`src/home_return_pkg.sv`:
```
// Constants for the home return sequencer: register map, field layout,
// homing type codes, reset values and sequencer states.
// Assumes a 32-bit Avalon-MM register bus with byte addresses.
package home_return_pkg;

	// ------------------------------------------------------------------
	// Register byte offsets
	// ------------------------------------------------------------------
	localparam logic [5:0] OFS_TYPE_DIR  = 6'h00;
	localparam logic [5:0] OFS_SEARCH    = 6'h04;
	localparam logic [5:0] OFS_CREEP     = 6'h08;
	localparam logic [5:0] OFS_SHIFT     = 6'h0c;
	localparam logic [5:0] OFS_PRESET    = 6'h10;
	localparam logic [5:0] OFS_POLARITY  = 6'h14;
	localparam logic [5:0] OFS_AFTER_DOG = 6'h18;
	localparam logic [5:0] OFS_STATUS    = 6'h1c;
	localparam logic [5:0] OFS_CUR_POS   = 6'h20;

	// ------------------------------------------------------------------
	// Field positions
	// ------------------------------------------------------------------
	localparam int TYPE_LSB    = 0;
	localparam int TYPE_W      = 4;
	localparam int DIR_BIT     = 4;
	localparam int POL_BIT     = 0;
	localparam int ST_DONE_BIT = 0;
	localparam int ST_BUSY_BIT = 1;
	localparam int SPEED_W     = 16;

	// ------------------------------------------------------------------
	// Homing type codes
	// ------------------------------------------------------------------
	localparam logic [3:0] TYPE_DOG       = 4'h0;
	localparam logic [3:0] TYPE_REAR_END  = 4'h1;
	localparam logic [3:0] TYPE_COUNT_FE  = 4'h2;
	localparam logic [3:0] TYPE_CRADLE    = 4'h3;
	localparam logic [3:0] TYPE_LAST_Z    = 4'h4;
	localparam logic [3:0] TYPE_DOG_FE    = 4'h5;
	localparam logic [3:0] TYPE_DOGLESS_Z = 4'h6;

	// ------------------------------------------------------------------
	// Reset values and fixed selections
	// ------------------------------------------------------------------
	localparam logic [31:0] RST_TYPE_DIR  = 32'h0000_0000;
	localparam logic [15:0] RST_SEARCH    = 16'h0064;
	localparam logic [15:0] RST_CREEP     = 16'h000a;
	localparam logic [31:0] RST_DISTANCE  = 32'h0000_0000;
	localparam logic        RST_POLARITY  = 1'b1;
	localparam logic [4:0]  HOMING_ENTRY  = 5'h01;
	localparam logic [4:0]  NO_ENTRY      = 5'h00;

	typedef enum logic [2:0] {
		ST_IDLE   = 3'b000,
		ST_SEARCH = 3'b001,
		ST_CREEP  = 3'b010,
		ST_WAIT_Z = 3'b011,
		ST_SHIFT  = 3'b100
	} state_t;

endpackage

```
`src/home_return_sequencer.sv`:
```
// Home return sequencer for one servo axis, with its Avalon-MM register slave.
// Assumes dog_i, index_i and feedback_pos_i are synchronous to core_clk_i and
// that a downstream profile generator follows the speed, direction and entry.
//
// How it works
// RULE1 - Dog type: index after dog rear, plus shift
// RULE2 - Rear-end type: after-dog travel plus shift, no index
// RULE3 - Count front-end: decelerate at front, travel plus shift
// RULE4 - Cradle: first index after dog front end
// RULE5 - Last-index: reverse at dog front, index plus shift
// RULE6 - Dog front-end: travel plus shift from front end
// RULE7 - Dogless: first index plus shift, dog ignored
// RULE8 - Direction 0 increasing, 1 decreasing addresses
// RULE9 - Polarity 0 detects dog off, 1 on
// RULE10 - Host requests with mode select, table selects off
// RULE11 - Type code 0 selects basic dog method
// RULE12 - Search speed until dog, then creep speed
// RULE13 - Homing uses point table entry 1 ramps
// RULE14 - Completion loads current position with preset
// RULE15 - Done flag set on preset, cleared on start
`timescale 1ns/1ps

module home_return_sequencer (
	// Clock and reset
	input  wire logic        core_clk_i,
	input  wire logic        rst_i,
	// Avalon-MM slave
	input  wire logic [5:0]  address_i,
	input  wire logic        read_i,
	input  wire logic        write_i,
	input  wire logic [31:0] writedata_i,
	input  wire logic [3:0]  byteenable_i,
	output logic      [31:0] readdata_o,
	output logic             waitrequest_o,
	// Mode selection from the host
	input  wire logic        op_mode_select_1_i,
	input  wire logic [4:0]  table_index_select_i,
	// Switch and encoder
	input  wire logic        dog_i,
	input  wire logic        index_i,
	input  wire logic [31:0] feedback_pos_i,
	// Motion command
	output logic      [15:0] cmd_speed_o,
	output logic             cmd_dir_o,
	output logic             cmd_run_o,
	output logic             decel_o,
	output logic      [4:0]  accel_entry_o,
	// Status
	output logic      [31:0] cur_pos_o,
	output logic             home_done_o
);

	// ------------------------------------------------------------------
	// Helpers
	// ------------------------------------------------------------------
	function automatic logic [31:0] merge(input logic [31:0] old_v, input logic [31:0] new_v,
		input logic [3:0] be);
		logic [31:0] r;
		r = old_v;
		for (int i = 0; i < 4; i++) begin
			if (be[i]) begin
				r[i*8 +: 8] = new_v[i*8 +: 8];
			end
		end
		return r;
	endfunction

	// ------------------------------------------------------------------
	// Register slave
	// ------------------------------------------------------------------
	logic [31:0] type_dir_q, type_dir_d;
	logic [15:0] search_q, search_d;
	logic [15:0] creep_q, creep_d;
	logic [31:0] shift_q, shift_d;
	logic [31:0] preset_q, preset_d;
	logic        pol_q, pol_d;
	logic [31:0] after_q, after_d;
	logic        ack_q, ack_d;
	logic        wait_q;
	logic [31:0] rdata_q, rdata_d;

	home_return_pkg::state_t state_q, state_d;
	logic        done_q, done_d;
	logic [31:0] cur_pos_q, cur_pos_d;

	// The answer comes one edge after the request so read data are registered.
	always_comb begin
		type_dir_d = type_dir_q;
		search_d   = search_q;
		creep_d    = creep_q;
		shift_d    = shift_q;
		preset_d   = preset_q;
		pol_d      = pol_q;
		after_d    = after_q;
		ack_d      = (read_i || write_i) && !ack_q;
		rdata_d    = rdata_q;
		if (ack_d && write_i) begin
			unique case (address_i)
				home_return_pkg::OFS_TYPE_DIR:  type_dir_d = merge(type_dir_q, writedata_i,
					byteenable_i);
				home_return_pkg::OFS_SEARCH:    search_d = 16'(merge({16'h0000, search_q},
					writedata_i, byteenable_i));
				home_return_pkg::OFS_CREEP:     creep_d = 16'(merge({16'h0000, creep_q},
					writedata_i, byteenable_i));
				home_return_pkg::OFS_SHIFT:     shift_d = merge(shift_q, writedata_i, byteenable_i);
				home_return_pkg::OFS_PRESET:    preset_d = merge(preset_q, writedata_i, byteenable_i);
				home_return_pkg::OFS_POLARITY: begin
					if (byteenable_i[0]) begin
						pol_d = writedata_i[home_return_pkg::POL_BIT];
					end
				end
				home_return_pkg::OFS_AFTER_DOG: after_d = merge(after_q, writedata_i, byteenable_i);
				default: ;
			endcase
		end
		if (ack_d && read_i) begin
			unique case (address_i)
				home_return_pkg::OFS_TYPE_DIR:  rdata_d = type_dir_q;
				home_return_pkg::OFS_SEARCH:    rdata_d = {16'h0000, search_q};
				home_return_pkg::OFS_CREEP:     rdata_d = {16'h0000, creep_q};
				home_return_pkg::OFS_SHIFT:     rdata_d = shift_q;
				home_return_pkg::OFS_PRESET:    rdata_d = preset_q;
				home_return_pkg::OFS_POLARITY:  rdata_d = {31'h0000_0000, pol_q};
				home_return_pkg::OFS_AFTER_DOG: rdata_d = after_q;
				home_return_pkg::OFS_STATUS:    rdata_d = {27'h000_0000, state_q,
					(state_q != home_return_pkg::ST_IDLE), done_q};
				home_return_pkg::OFS_CUR_POS:   rdata_d = cur_pos_q;
				default:                        rdata_d = 32'h0000_0000;
			endcase
		end
	end

	always_ff @(posedge core_clk_i) begin
		if (rst_i) begin
			type_dir_q <= home_return_pkg::RST_TYPE_DIR;
			search_q   <= home_return_pkg::RST_SEARCH;
			creep_q    <= home_return_pkg::RST_CREEP;
			shift_q    <= home_return_pkg::RST_DISTANCE;
			preset_q   <= home_return_pkg::RST_DISTANCE;
			pol_q      <= home_return_pkg::RST_POLARITY;
			after_q    <= home_return_pkg::RST_DISTANCE;
			ack_q      <= 1'b0;
			wait_q     <= 1'b1;
			rdata_q    <= 32'h0000_0000;
		end else begin
			type_dir_q <= type_dir_d;
			search_q   <= search_d;
			creep_q    <= creep_d;
			shift_q    <= shift_d;
			preset_q   <= preset_d;
			pol_q      <= pol_d;
			after_q    <= after_d;
			ack_q      <= ack_d;
			wait_q     <= !ack_d;
			rdata_q    <= rdata_d;
		end
	end

	assign readdata_o    = rdata_q;
	assign waitrequest_o = wait_q;

	// ------------------------------------------------------------------
	// Sequencer
	// ------------------------------------------------------------------
	logic [3:0]  htype;
	logic        req, start, det, lead, trail, moved_ok;
	logic [31:0] moved;
	logic        req_q, req_d, det_q, det_d, dir_q, dir_d, decel_q, decel_d, run_q, run_d;
	logic [15:0] speed_q, speed_d;
	logic [31:0] origin_q, origin_d, target_q, target_d, fb_q, fb_d;
	logic [3:0]  run_type_q, run_type_d;

	assign htype    = type_dir_q[home_return_pkg::TYPE_LSB +: home_return_pkg::TYPE_W];
	assign req      = op_mode_select_1_i && (table_index_select_i == 5'h00); // RULE10
	assign start    = req && !req_q;
	assign det      = pol_q ? dog_i : !dog_i; // RULE9
	assign lead     = det && !det_q;
	assign trail    = !det && det_q;
	assign moved    = dir_q ? (origin_q - feedback_pos_i) : (feedback_pos_i - origin_q);
	assign moved_ok = (moved >= target_q);

	always_comb begin
		state_d    = state_q;
		req_d      = req;
		det_d      = det;
		dir_d      = dir_q;
		decel_d    = decel_q;
		run_d      = run_q;
		speed_d    = speed_q;
		origin_d   = origin_q;
		target_d   = target_q;
		run_type_d = run_type_q;
		done_d     = done_q;
		fb_d       = feedback_pos_i;
		// Position follows the encoder between homings; the preset overrides it.
		cur_pos_d  = cur_pos_q + (feedback_pos_i - fb_q);
		unique case (state_q)
			home_return_pkg::ST_IDLE: begin
				if (start && htype <= home_return_pkg::TYPE_DOGLESS_Z) begin
					done_d     = 1'b0; // RULE15
					run_type_d = htype;
					dir_d      = type_dir_q[home_return_pkg::DIR_BIT]; // RULE8
					run_d      = 1'b1;
					decel_d    = 1'b0;
					if (htype == home_return_pkg::TYPE_DOGLESS_Z) begin
						speed_d = creep_q;
						state_d = home_return_pkg::ST_WAIT_Z; // RULE7
					end else begin
						speed_d = search_q; // RULE12
						state_d = home_return_pkg::ST_SEARCH; // RULE11
					end
				end
			end
			home_return_pkg::ST_SEARCH: begin
				if (lead) begin
					speed_d  = creep_q; // RULE12
					decel_d  = 1'b1;
					origin_d = feedback_pos_i;
					target_d = 32'(after_q + shift_q);
					unique case (run_type_q)
						home_return_pkg::TYPE_COUNT_FE,
						home_return_pkg::TYPE_DOG_FE: state_d = home_return_pkg::ST_SHIFT; // RULE3 RULE6
						home_return_pkg::TYPE_CRADLE: state_d = home_return_pkg::ST_WAIT_Z; // RULE4
						home_return_pkg::TYPE_LAST_Z: begin
							dir_d   = !dir_q; // RULE5
							state_d = home_return_pkg::ST_WAIT_Z;
						end
						default: state_d = home_return_pkg::ST_CREEP; // RULE1
					endcase
				end
			end
			home_return_pkg::ST_CREEP: begin
				// Both dog and rear-end types wait here for the dog rear end.
				if (trail) begin
					origin_d = feedback_pos_i;
					if (run_type_q == home_return_pkg::TYPE_REAR_END) begin
						target_d = 32'(after_q + shift_q);
						state_d  = home_return_pkg::ST_SHIFT; // RULE2
					end else begin
						state_d  = home_return_pkg::ST_WAIT_Z; // RULE1
					end
				end
			end
			home_return_pkg::ST_WAIT_Z: begin
				if (index_i) begin
					origin_d = feedback_pos_i;
					target_d = (run_type_q == home_return_pkg::TYPE_CRADLE) ? 32'h0000_0000
						: shift_q; // RULE1 RULE4 RULE5 RULE7
					state_d  = home_return_pkg::ST_SHIFT;
				end
			end
			home_return_pkg::ST_SHIFT: begin
				if (moved_ok) begin
					cur_pos_d = preset_q; // RULE14
					done_d    = 1'b1; // RULE15
					run_d     = 1'b0;
					decel_d   = 1'b0;
					speed_d   = 16'h0000;
					state_d   = home_return_pkg::ST_IDLE;
				end
			end
			default: state_d = home_return_pkg::ST_IDLE;
		endcase
	end

	always_ff @(posedge core_clk_i) begin
		if (rst_i) begin
			state_q    <= home_return_pkg::ST_IDLE;
			req_q      <= 1'b0;
			det_q      <= 1'b0;
			dir_q      <= 1'b0;
			decel_q    <= 1'b0;
			run_q      <= 1'b0;
			speed_q    <= 16'h0000;
			origin_q   <= 32'h0000_0000;
			target_q   <= 32'h0000_0000;
			run_type_q <= home_return_pkg::TYPE_DOG;
			done_q     <= 1'b0;
			fb_q       <= 32'h0000_0000;
			cur_pos_q  <= 32'h0000_0000;
		end else begin
			state_q    <= state_d;
			req_q      <= req_d;
			det_q      <= det_d;
			dir_q      <= dir_d;
			decel_q    <= decel_d;
			run_q      <= run_d;
			speed_q    <= speed_d;
			origin_q   <= origin_d;
			target_q   <= target_d;
			run_type_q <= run_type_d;
			done_q     <= done_d;
			fb_q       <= fb_d;
			cur_pos_q  <= cur_pos_d;
		end
	end

	assign cmd_speed_o   = speed_q;
	assign cmd_dir_o     = dir_q;
	assign cmd_run_o     = run_q;
	assign decel_o       = decel_q;
	assign cur_pos_o     = cur_pos_q;
	assign home_done_o   = done_q;

	// Ramp entry follows the run flag so it is a flop output too.
	logic [4:0] entry_q;
	always_ff @(posedge core_clk_i) begin
		if (rst_i) begin
			entry_q <= home_return_pkg::NO_ENTRY;
		end else begin
			entry_q <= run_d ? home_return_pkg::HOMING_ENTRY : home_return_pkg::NO_ENTRY; // RULE13
		end
	end
	assign accel_entry_o = entry_q;

	// ------------------------------------------------------------------
	// Assertions
	// ------------------------------------------------------------------
	property p_dog_to_creep;
		@(posedge core_clk_i) disable iff (rst_i)
		(state_q == home_return_pkg::ST_SEARCH && lead && run_type_q == home_return_pkg::TYPE_DOG)
		|=> state_q == home_return_pkg::ST_CREEP && speed_q == creep_q && decel_q;
	endproperty
	a_dog_to_creep: assert property (p_dog_to_creep) else $error("dog front end not handled"); // RULE1

	property p_rear_no_index;
		@(posedge core_clk_i) disable iff (rst_i)
		(state_q == home_return_pkg::ST_CREEP && trail && run_type_q == home_return_pkg::TYPE_REAR_END)
		|=> state_q == home_return_pkg::ST_SHIFT && target_q == after_q + shift_q;
	endproperty
	a_rear_no_index: assert property (p_rear_no_index) else $error("rear end shift wrong"); // RULE2

	property p_cradle_index;
		@(posedge core_clk_i) disable iff (rst_i)
		(state_q == home_return_pkg::ST_WAIT_Z && index_i && run_type_q == home_return_pkg::TYPE_CRADLE)
		|=> state_q == home_return_pkg::ST_SHIFT && target_q == 32'h0000_0000;
	endproperty
	a_cradle_index: assert property (p_cradle_index) else $error("cradle index not taken"); // RULE4

	property p_last_z_reverse;
		@(posedge core_clk_i) disable iff (rst_i)
		(state_q == home_return_pkg::ST_SEARCH && lead && run_type_q == home_return_pkg::TYPE_LAST_Z)
		|=> dir_q != $past(dir_q) ##0 state_q == home_return_pkg::ST_WAIT_Z;
	endproperty
	a_last_z_reverse: assert property (p_last_z_reverse) else $error("no reversal at dog"); // RULE5

	property p_start_dir;
		@(posedge core_clk_i) disable iff (rst_i)
		(state_q == home_return_pkg::ST_IDLE && start && htype <= home_return_pkg::TYPE_DOGLESS_Z)
		|=> cmd_dir_o == $past(type_dir_q[home_return_pkg::DIR_BIT]) && !home_done_o;
	endproperty
	a_start_dir: assert property (p_start_dir) else $error("start direction or done wrong"); // RULE8

	property p_polarity;
		@(posedge core_clk_i) disable iff (rst_i)
		(state_q == home_return_pkg::ST_SEARCH && (dog_i == pol_q) && !det_q)
		|=> state_q != home_return_pkg::ST_SEARCH;
	endproperty
	a_polarity: assert property (p_polarity) else $error("dog polarity ignored"); // RULE9

	property p_search_speed;
		@(posedge core_clk_i) disable iff (rst_i)
		$rose(state_q == home_return_pkg::ST_SEARCH) |-> cmd_speed_o == search_q && !decel_o;
	endproperty
	a_search_speed: assert property (p_search_speed) else $error("search speed not used"); // RULE12

	property p_entry;
		@(posedge core_clk_i) disable iff (rst_i)
		cmd_run_o |-> accel_entry_o == home_return_pkg::HOMING_ENTRY;
	endproperty
	a_entry: assert property (p_entry) else $error("wrong ramp entry while homing"); // RULE13

	property p_preset;
		@(posedge core_clk_i) disable iff (rst_i)
		(state_q == home_return_pkg::ST_SHIFT && moved_ok)
		|=> cur_pos_o == $past(preset_q) && home_done_o && !cmd_run_o;
	endproperty
	a_preset: assert property (p_preset) else $error("preset not loaded at completion"); // RULE14

endmodule

```
`config.mk`:
```
export PLATFORM = sky130hd
export DESIGN_NAME = home_return_sequencer
export DESIGN_NICKNAME = d
export VERILOG_FILES = /design/src/home_return_pkg.sv /design/src/home_return_sequencer.sv
export SDC_FILE = /design/constraint.sdc
export NUM_CORES = 1
export LEC_CHECK = 0
export BUFFER_PORTS_ARGS = -buffer_cell sky130_fd_sc_hd__buf_4
export CAP_MARGIN = 10
export CELL_PAD_IN_SITES_DETAIL_PLACEMENT = 1
export CELL_PAD_IN_SITES_GLOBAL_PLACEMENT = 1
export CORE_ASPECT_RATIO = 0.75
export CORE_MARGIN = 2
export CORE_UTILIZATION = 41
export DETAILED_ROUTE_END_ITERATION = 7
export PLACE_DENSITY_LB_ADDON = 0.1
export SYNTH_ARGS = -nofsm -noshare
export SYNTH_HDL_FRONTEND = slang
export SYNTH_SLANG_ARGS = --single-unit
```
`constraint.sdc`:
```
create_clock -name core_clk_i -period 4.6 [get_ports core_clk_i]
set_input_delay 0.69 -clock core_clk_i [delete_from_list [all_inputs] [get_ports core_clk_i]]
set_output_delay 0.69 -clock core_clk_i [all_outputs]
set_load 0.005 [all_outputs]
```
; ---- After elaboration in Yosys (flattened, before gate mapping)
; Index checks and enable logic that the tools add are counted.
[word_totals]
reg_bits = 357
in_bits = 86
output_inout_bits = 90
[classes]
n_lt_le_gt_ge = 2
n_eq_ne = 25
addsub = 5
n_reduce_logical = 54
muxes = 43
[ops]
columns = op, count
row1 = $mux 32, 11
row2 = $pmux 32 s9, 1
row3 = $pmux 32 s3, 2
row4 = $sub 32x32->32, 3
row5 = $reduce_and 3->1, 22
row6 = $add 32x32->32, 2
row7 = $mux 16, 4
row8 = $pmux 16 s3, 1
row9 = $ge 32x32->1, 1
row10 = $eq 6x5->1 const B, 4
row11 = $mux 3, 6
row12 = $pmux 3 s5, 1
row13 = $ne 2x2->1 const B, 7
row14 = $eq 4x3->1 const B, 3
row15 = $eq 6x4->1 const B, 2
row16 = $reduce_and 4->1, 3
row17 = $mux 1, 11
row18 = $reduce_and 5->1, 2
row19 = $reduce_bool 3->1, 3
row20 = $eq 4x2->1 const B, 2
row21 = $logic_and 1x1->1, 8
row22 = $logic_not 1->1, 7
row23 = $eq 3x2->1 const B, 2
row24 = $eq 6x3->1 const B, 1
row25 = 16 further kinds, 20

; ---- Longest topological paths before layout
[logic_depth]
ltp_word = 7
mapped_depth = 24
depth_no_buf = 23

; ---- Least setup slack after synthesis
; No wires, ideal clock.
[synth_path]
kind = input-to-reg
start = input feedback_pos_i[1]
end = register cur_pos_q[10], in the netlist cur_pos_o[10]
arrival_time_ns = 4.817
setup_time_ns = 0.128
cell_stages = 23
slack_ns = -0.345
required_time_ns = 4.472
path_cell_list = inv_1 ha_1 nor2b_1 o21a_1 a311oi_1 mux2_2 o21ai_1 a31oi_1 o41ai_2 a41oi_1 xnor2_1 ha_1 a21oi_1 nor2b_1 o21ai_0 a21oi_1 or4_1 nand4_1 o31a_1 buf_2 buf_2 mux2i_1 nor2_1
[synth_via]
elab_chain_cells = 5
[synth_rtl]
columns = item, line_no
row1 = "start, declared", home_return_sequencer.sv:41  ; input wire logic [31:0] feedback_pos_i,
row2 = $sub 32x32->32, home_return_sequencer.sv:179  ; assign moved = dir_q ? (origin_q - feedback_pos_i) : (feedback_pos_i - origin_q);
row3 = $mux 32, home_return_sequencer.sv:179
row4 = $ge 32x32->1, home_return_sequencer.sv:180  ; assign moved_ok = (moved >= target_q);
row5 = $mux 32, home_return_sequencer.sv:253  ; if (moved_ok) begin
row6 = $mux 32 *, home_return_sequencer.sv:197  ; unique case (state_q)
row7 = "end signal, assigned", home_return_sequencer.sv:294  ; cur_pos_q <= cur_pos_d;
row8 = "end, declared", home_return_sequencer.sv:84  ; logic [31:0] cur_pos_q, cur_pos_d;
; Every way passes the cells marked *; elsewhere a longest branch is shown, timed or not.
; A chain may end at the register's enable or synchronous reset.

; ---- Worst setup path in the final report
[layout_path]
start = register origin_q[0]
end = register cur_pos_q[30], in the netlist cur_pos_o[30]
[layout_via]
elab_chain_cells = 5
[layout_rtl]
columns = item, line_no
row1 = "start, declared", home_return_sequencer.sv:170  ; logic [31:0] origin_q, origin_d, target_q, target_d, fb_q, fb_d;
row2 = "start signal, assigned", home_return_sequencer.sv:289  ; origin_q <= origin_d;
row3 = $sub 32x32->32, home_return_sequencer.sv:179
row4 = $mux 32 *, home_return_sequencer.sv:179
row5 = $ge 32x32->1 *, home_return_sequencer.sv:180
row6 = $mux 32 *, home_return_sequencer.sv:253
row7 = $mux 32 *, home_return_sequencer.sv:197
; Marks and branches as above.

==> results.txt <==
The largest stage delay on the critical path is 0.56 ns. The switching power total is 6.32 mW. The largest net degree at the start of global routing came out at 137. The max-slew violation total from the final report came out at 0. The sequential cell area in the final layout is 7050 um^2. The maximum clock frequency is 0.204 GHz. The cts-stage hold buffer count came out at 0. The mean number of vias per cell is 5.74. The number of fill cells in the layout came out at 6385. The clock arrives with 0.0329 ns of skew. For this run, global-route usage on met2 was measured as 0.484. The checks that failed: setup timing. In this run the count of I/O pins placed on the die edge is 176. Dividing the final minimum period by the clock period gives 1.07. In this run, synthesis inferred 0 flip-flops with an integrated enable. The relative slew slack came out at 0.196. For the pin with the worst max-slew slack, the measured transition is 1.21 ns. The clock share of power is 0.223. The internal portion of the total power is 8.93 mW. Setup repair after global routing could not meet its margin everywhere. The antenna violation net count after detailed routing came out at 0.

The height of the die is 204 um. The DRC violations left is 0. The routed wire length is 84.6 mm. Summing all non-filler instances in the final layout gives an area of 27500 um^2.

The final critical delay including setup and external delays came out at 4.90 ns. The post-synthesis async set-or-reset flop share is 0. The root buffer cell chosen for the clock tree is clkbuf_16. The data arrival time of the critical path came out at 5.42 ns. The power per cell area is 555 nW/um^2. Of the total power, registers draw 0.258.

The flip-flop and latch count after synthesis came out at 352. The starting utilization of the core area came out at 0.414. The kind of start point of the critical path is a register.

At the end of the flow the core is filled with cells to 0.520. The maximum fanout along the worst path came out at 4. The top flip-flop cell by instance count after synthesis is dfxtp_1. The worst voltage drop across the vdd grid came out at 0.352 mV. The diode insertion count for antenna repair is 0.

On the critical path, the stage with the largest delay is an instance of or4_4. The number of antenna violations at the first check in global routing is 0. The CTS buffer count came out at 41. Averaged over all synthesized cells, the footprint is 7.99 um^2. The flow ran to the end, but the final reports show violations.

The number of maximum-capacitance constraint violations came out at 0. The post-placement cell area came out at 25200 um^2. By instance count, the cell type seen most on the critical path is nand4_1.

The first-pass detailed-route iteration total came out at 6. The number of global-route vias before repair came out at 22.1k. The post-detailed-route wirelength per cell is 22.4 um. The number of port buffers is 171. The die span in x came out at 271 um.

Once detailed placement completed, the half-perimeter wirelength came to 62.7 mm. The worst hold path class is input pin to register. The post-synthesis cell count is 2734. The sequential cell area fraction in the yosys report is 0.323. The met1 track demand over resource in global routing came out at 0.407. The combinational power share came out at 0.520. STA puts the critical path data required time at 5.11 ns.

The post-layout total power is 15.3 mW. The multi-input logic area came out at 14000 um^2. The number of design-rule violations left by the first detailed-router iteration is 1590.

The floorplan row count came out at 73. The kind of cell adding the most delay to the critical path is simple AND/OR/NAND/NOR gates. The cell area after technology mapping is 21800 um^2.

Clock-pin slew was measured on the worst setup and hold paths at 0.06 ns. The endpoint type of the worst setup path is a register. The total area inside the core boundary comes to 52800 um^2.

The overall die area is 55100 um^2. Walking the worst path, the cells encountered are buf_6 > ha_4 > inv_2 > fa_2 > a21oi_4 > o22ai_2 > nor3_4 > o41ai_4 > a31oi_4 > o32a_1 > or3_4 > o21ai_2 > xnor2_1 > ha_1 > nor2b_1 > o21ai_1 > a21oi_1 > or4_4 > nand4_1 > o31a_4 > buf_8 > or4b_4 > nand4_1. TritonCTS built the clock tree. Yosys mapped the design onto 82 distinct sky130hd cell types.

The area overhead of the layout relative to synthesis came out at 25.8%. The clock tree synthesis step divided the H-tree into 2 levels. The final-stage net count came out at 3302. The worst setup slack after placement is -0.818 ns. The global-route wire length before repair came out at 129 mm. The placer's final routability congestion estimate is 0.923. Clock latency on the worst-skew pair, taken at its later pin, is 0.59 ns. The count of yosys warnings during synthesis came out at 0.

The global routing stage identified its most utilized layer as met2. The number of buffers between clock root and the deepest sink is 3. The kind of critical path is register to register. The total number of vias is 21.6k.

For this run, the total global-route usage over all layers was measured as 0.301. The final hold violation count came to 0. The layout cell share with drive strength beyond 1 came out at 0.194. The setup slack after layout came out at -0.302 ns. Of the total power, the share spent switching nets is 0.415. Setup violations remaining at the end of the flow were counted as 50. For this run, global-route usage on met3 was measured as 0.0408.

For this design, the sink count on the clock tree is 352. The remaining global-route overflow came out at 0. The critical path contains buffers and inverters numbering 3 combined. The leakage power figure is 11.8 nW.
## path summary, 6_finish.rpt
check / slack [ns] / depth (start not counted) / to / startpoint
min: 0.33 / 2 / waitrequest_o$_SDFF_PP1_ / read_i
max reg2reg: -0.30 / 23 / cur_pos_o[30]$_SDFF_PP0_ / origin_q[0]$_SDFFE_PP0P_
min reg2reg: 0.47 / 2 / type_dir_q[11]$_SDFFE_PP0P_ / type_dir_q[11]$_SDFFE_PP0P_
max: -0.30 / 23 / cur_pos_o[30]$_SDFF_PP0_ / origin_q[0]$_SDFFE_PP0P_
## cells by family after synthesis
kind of cell             after synthesis  synth area share
AND/OR/NAND/NOR                      835             0.165
other                                  1          0.000172
flip-flops                           352             0.323
buffers and inverters                377            0.0668
multiplexers                         149            0.0686
XOR/XNOR                              87            0.0349
AO/OA/AOI/OAI                        742             0.221
adder cells (fa/ha/maj)              191             0.121
## metrics by stage
| step | std cells | TNS [ns] | hold WS (ns) |
|---|---|---|---|
| 6_report | 3768 | -11.63 | 0.334 |
| 5_1_grt | 3768 | -21.52 | 0.365 |
| 4_1_cts | 3761 | -10.33 | 0.315 |
| 3_5_place_dp | 3671 | -40.14 | 0.455 |
| 3_3_place_gp | 3671 | -31.93 | 0.442 |
| 2_1_floorplan | 2737 | -4.31 | 0.437 |
## registers in the layout (all words and copies together) (netlist names), 3 cells and up
register / count
after_q: 32
cmd_speed_o: 16
creep_q: 16
cur_pos_o: 32
fb_q: 32
origin_q: 32
preset_q: 32
readdata_o: 32
run_type_q: 4
search_q: 16
shift_q: 32
state_q: 3
target_q: 32
type_dir_q: 32
## cells in the final DEF, fill, tap and decap left out, types with 49 or more instances in the layout
master,instances
dfxtp_1,350
ha_1,151
a21oi_1,268
a22oi_1,65
nand2_1,314
nand3_1,49
o21ai_0,87
nor2_1,287
mux2i_1,140
inv_1,218
xnor2_1,52
buf_4,374
## per-layer routing
metal,up-vias,share of wire
li1,10100,-
met1,10700,0.45
met2,630,0.45
met3,138,0.056
met4,0,0.041
met5,-,0
## timing repair
item | CTS | global route
setup endpoints to repair | 53 | 53
pin swaps | 31 | 40
cloned | 8 | 2
gates resized for setup | 67 | 58
setup buffers | 11 | 6
## power groups by stage
stage | clock (mW) | sequential (mW) | combinational (mW)
final | 3.40 | 3.93 | 7.93
after global routing | 3.58 | 3.96 | 8.72
after CTS | 3.45 | 3.91 | 7.47
after detailed placement | 0 | 3.96 | 7.07
after global placement | 0 | 3.95 | 6.79
after floorplan | 0 | 3.75 | 4.58
## area by class of cell
class                           instances  share of cell area
Tap cell                              712              0.0324
Clock buffer                           57              0.0429
Inverter                              223              0.0305
Clock inverter                         17             0.00670
Timing Repair Buffer                  399               0.121
Sequential cell                       352               0.257
Multi-Input combinational cell       2008               0.510
## synthesized netlist by cell type, types with 50 or more instances
library cell  instances  area, um^2
xnor2_1              52         455
nor2_1              311        1170
mux2i_1             144        1440
o21ai_0              92         460
ha_1                157        1960
nand2_1             318        1190
a21oi_1             275        1380
inv_1               222         833
a211oi_1             58         435
nand3_1              50         250
dfxtp_1             352        7050
a22oi_1              65         488
clkbuf_1            124         465
Note: power is estimated with default switching activity, not from simulation.
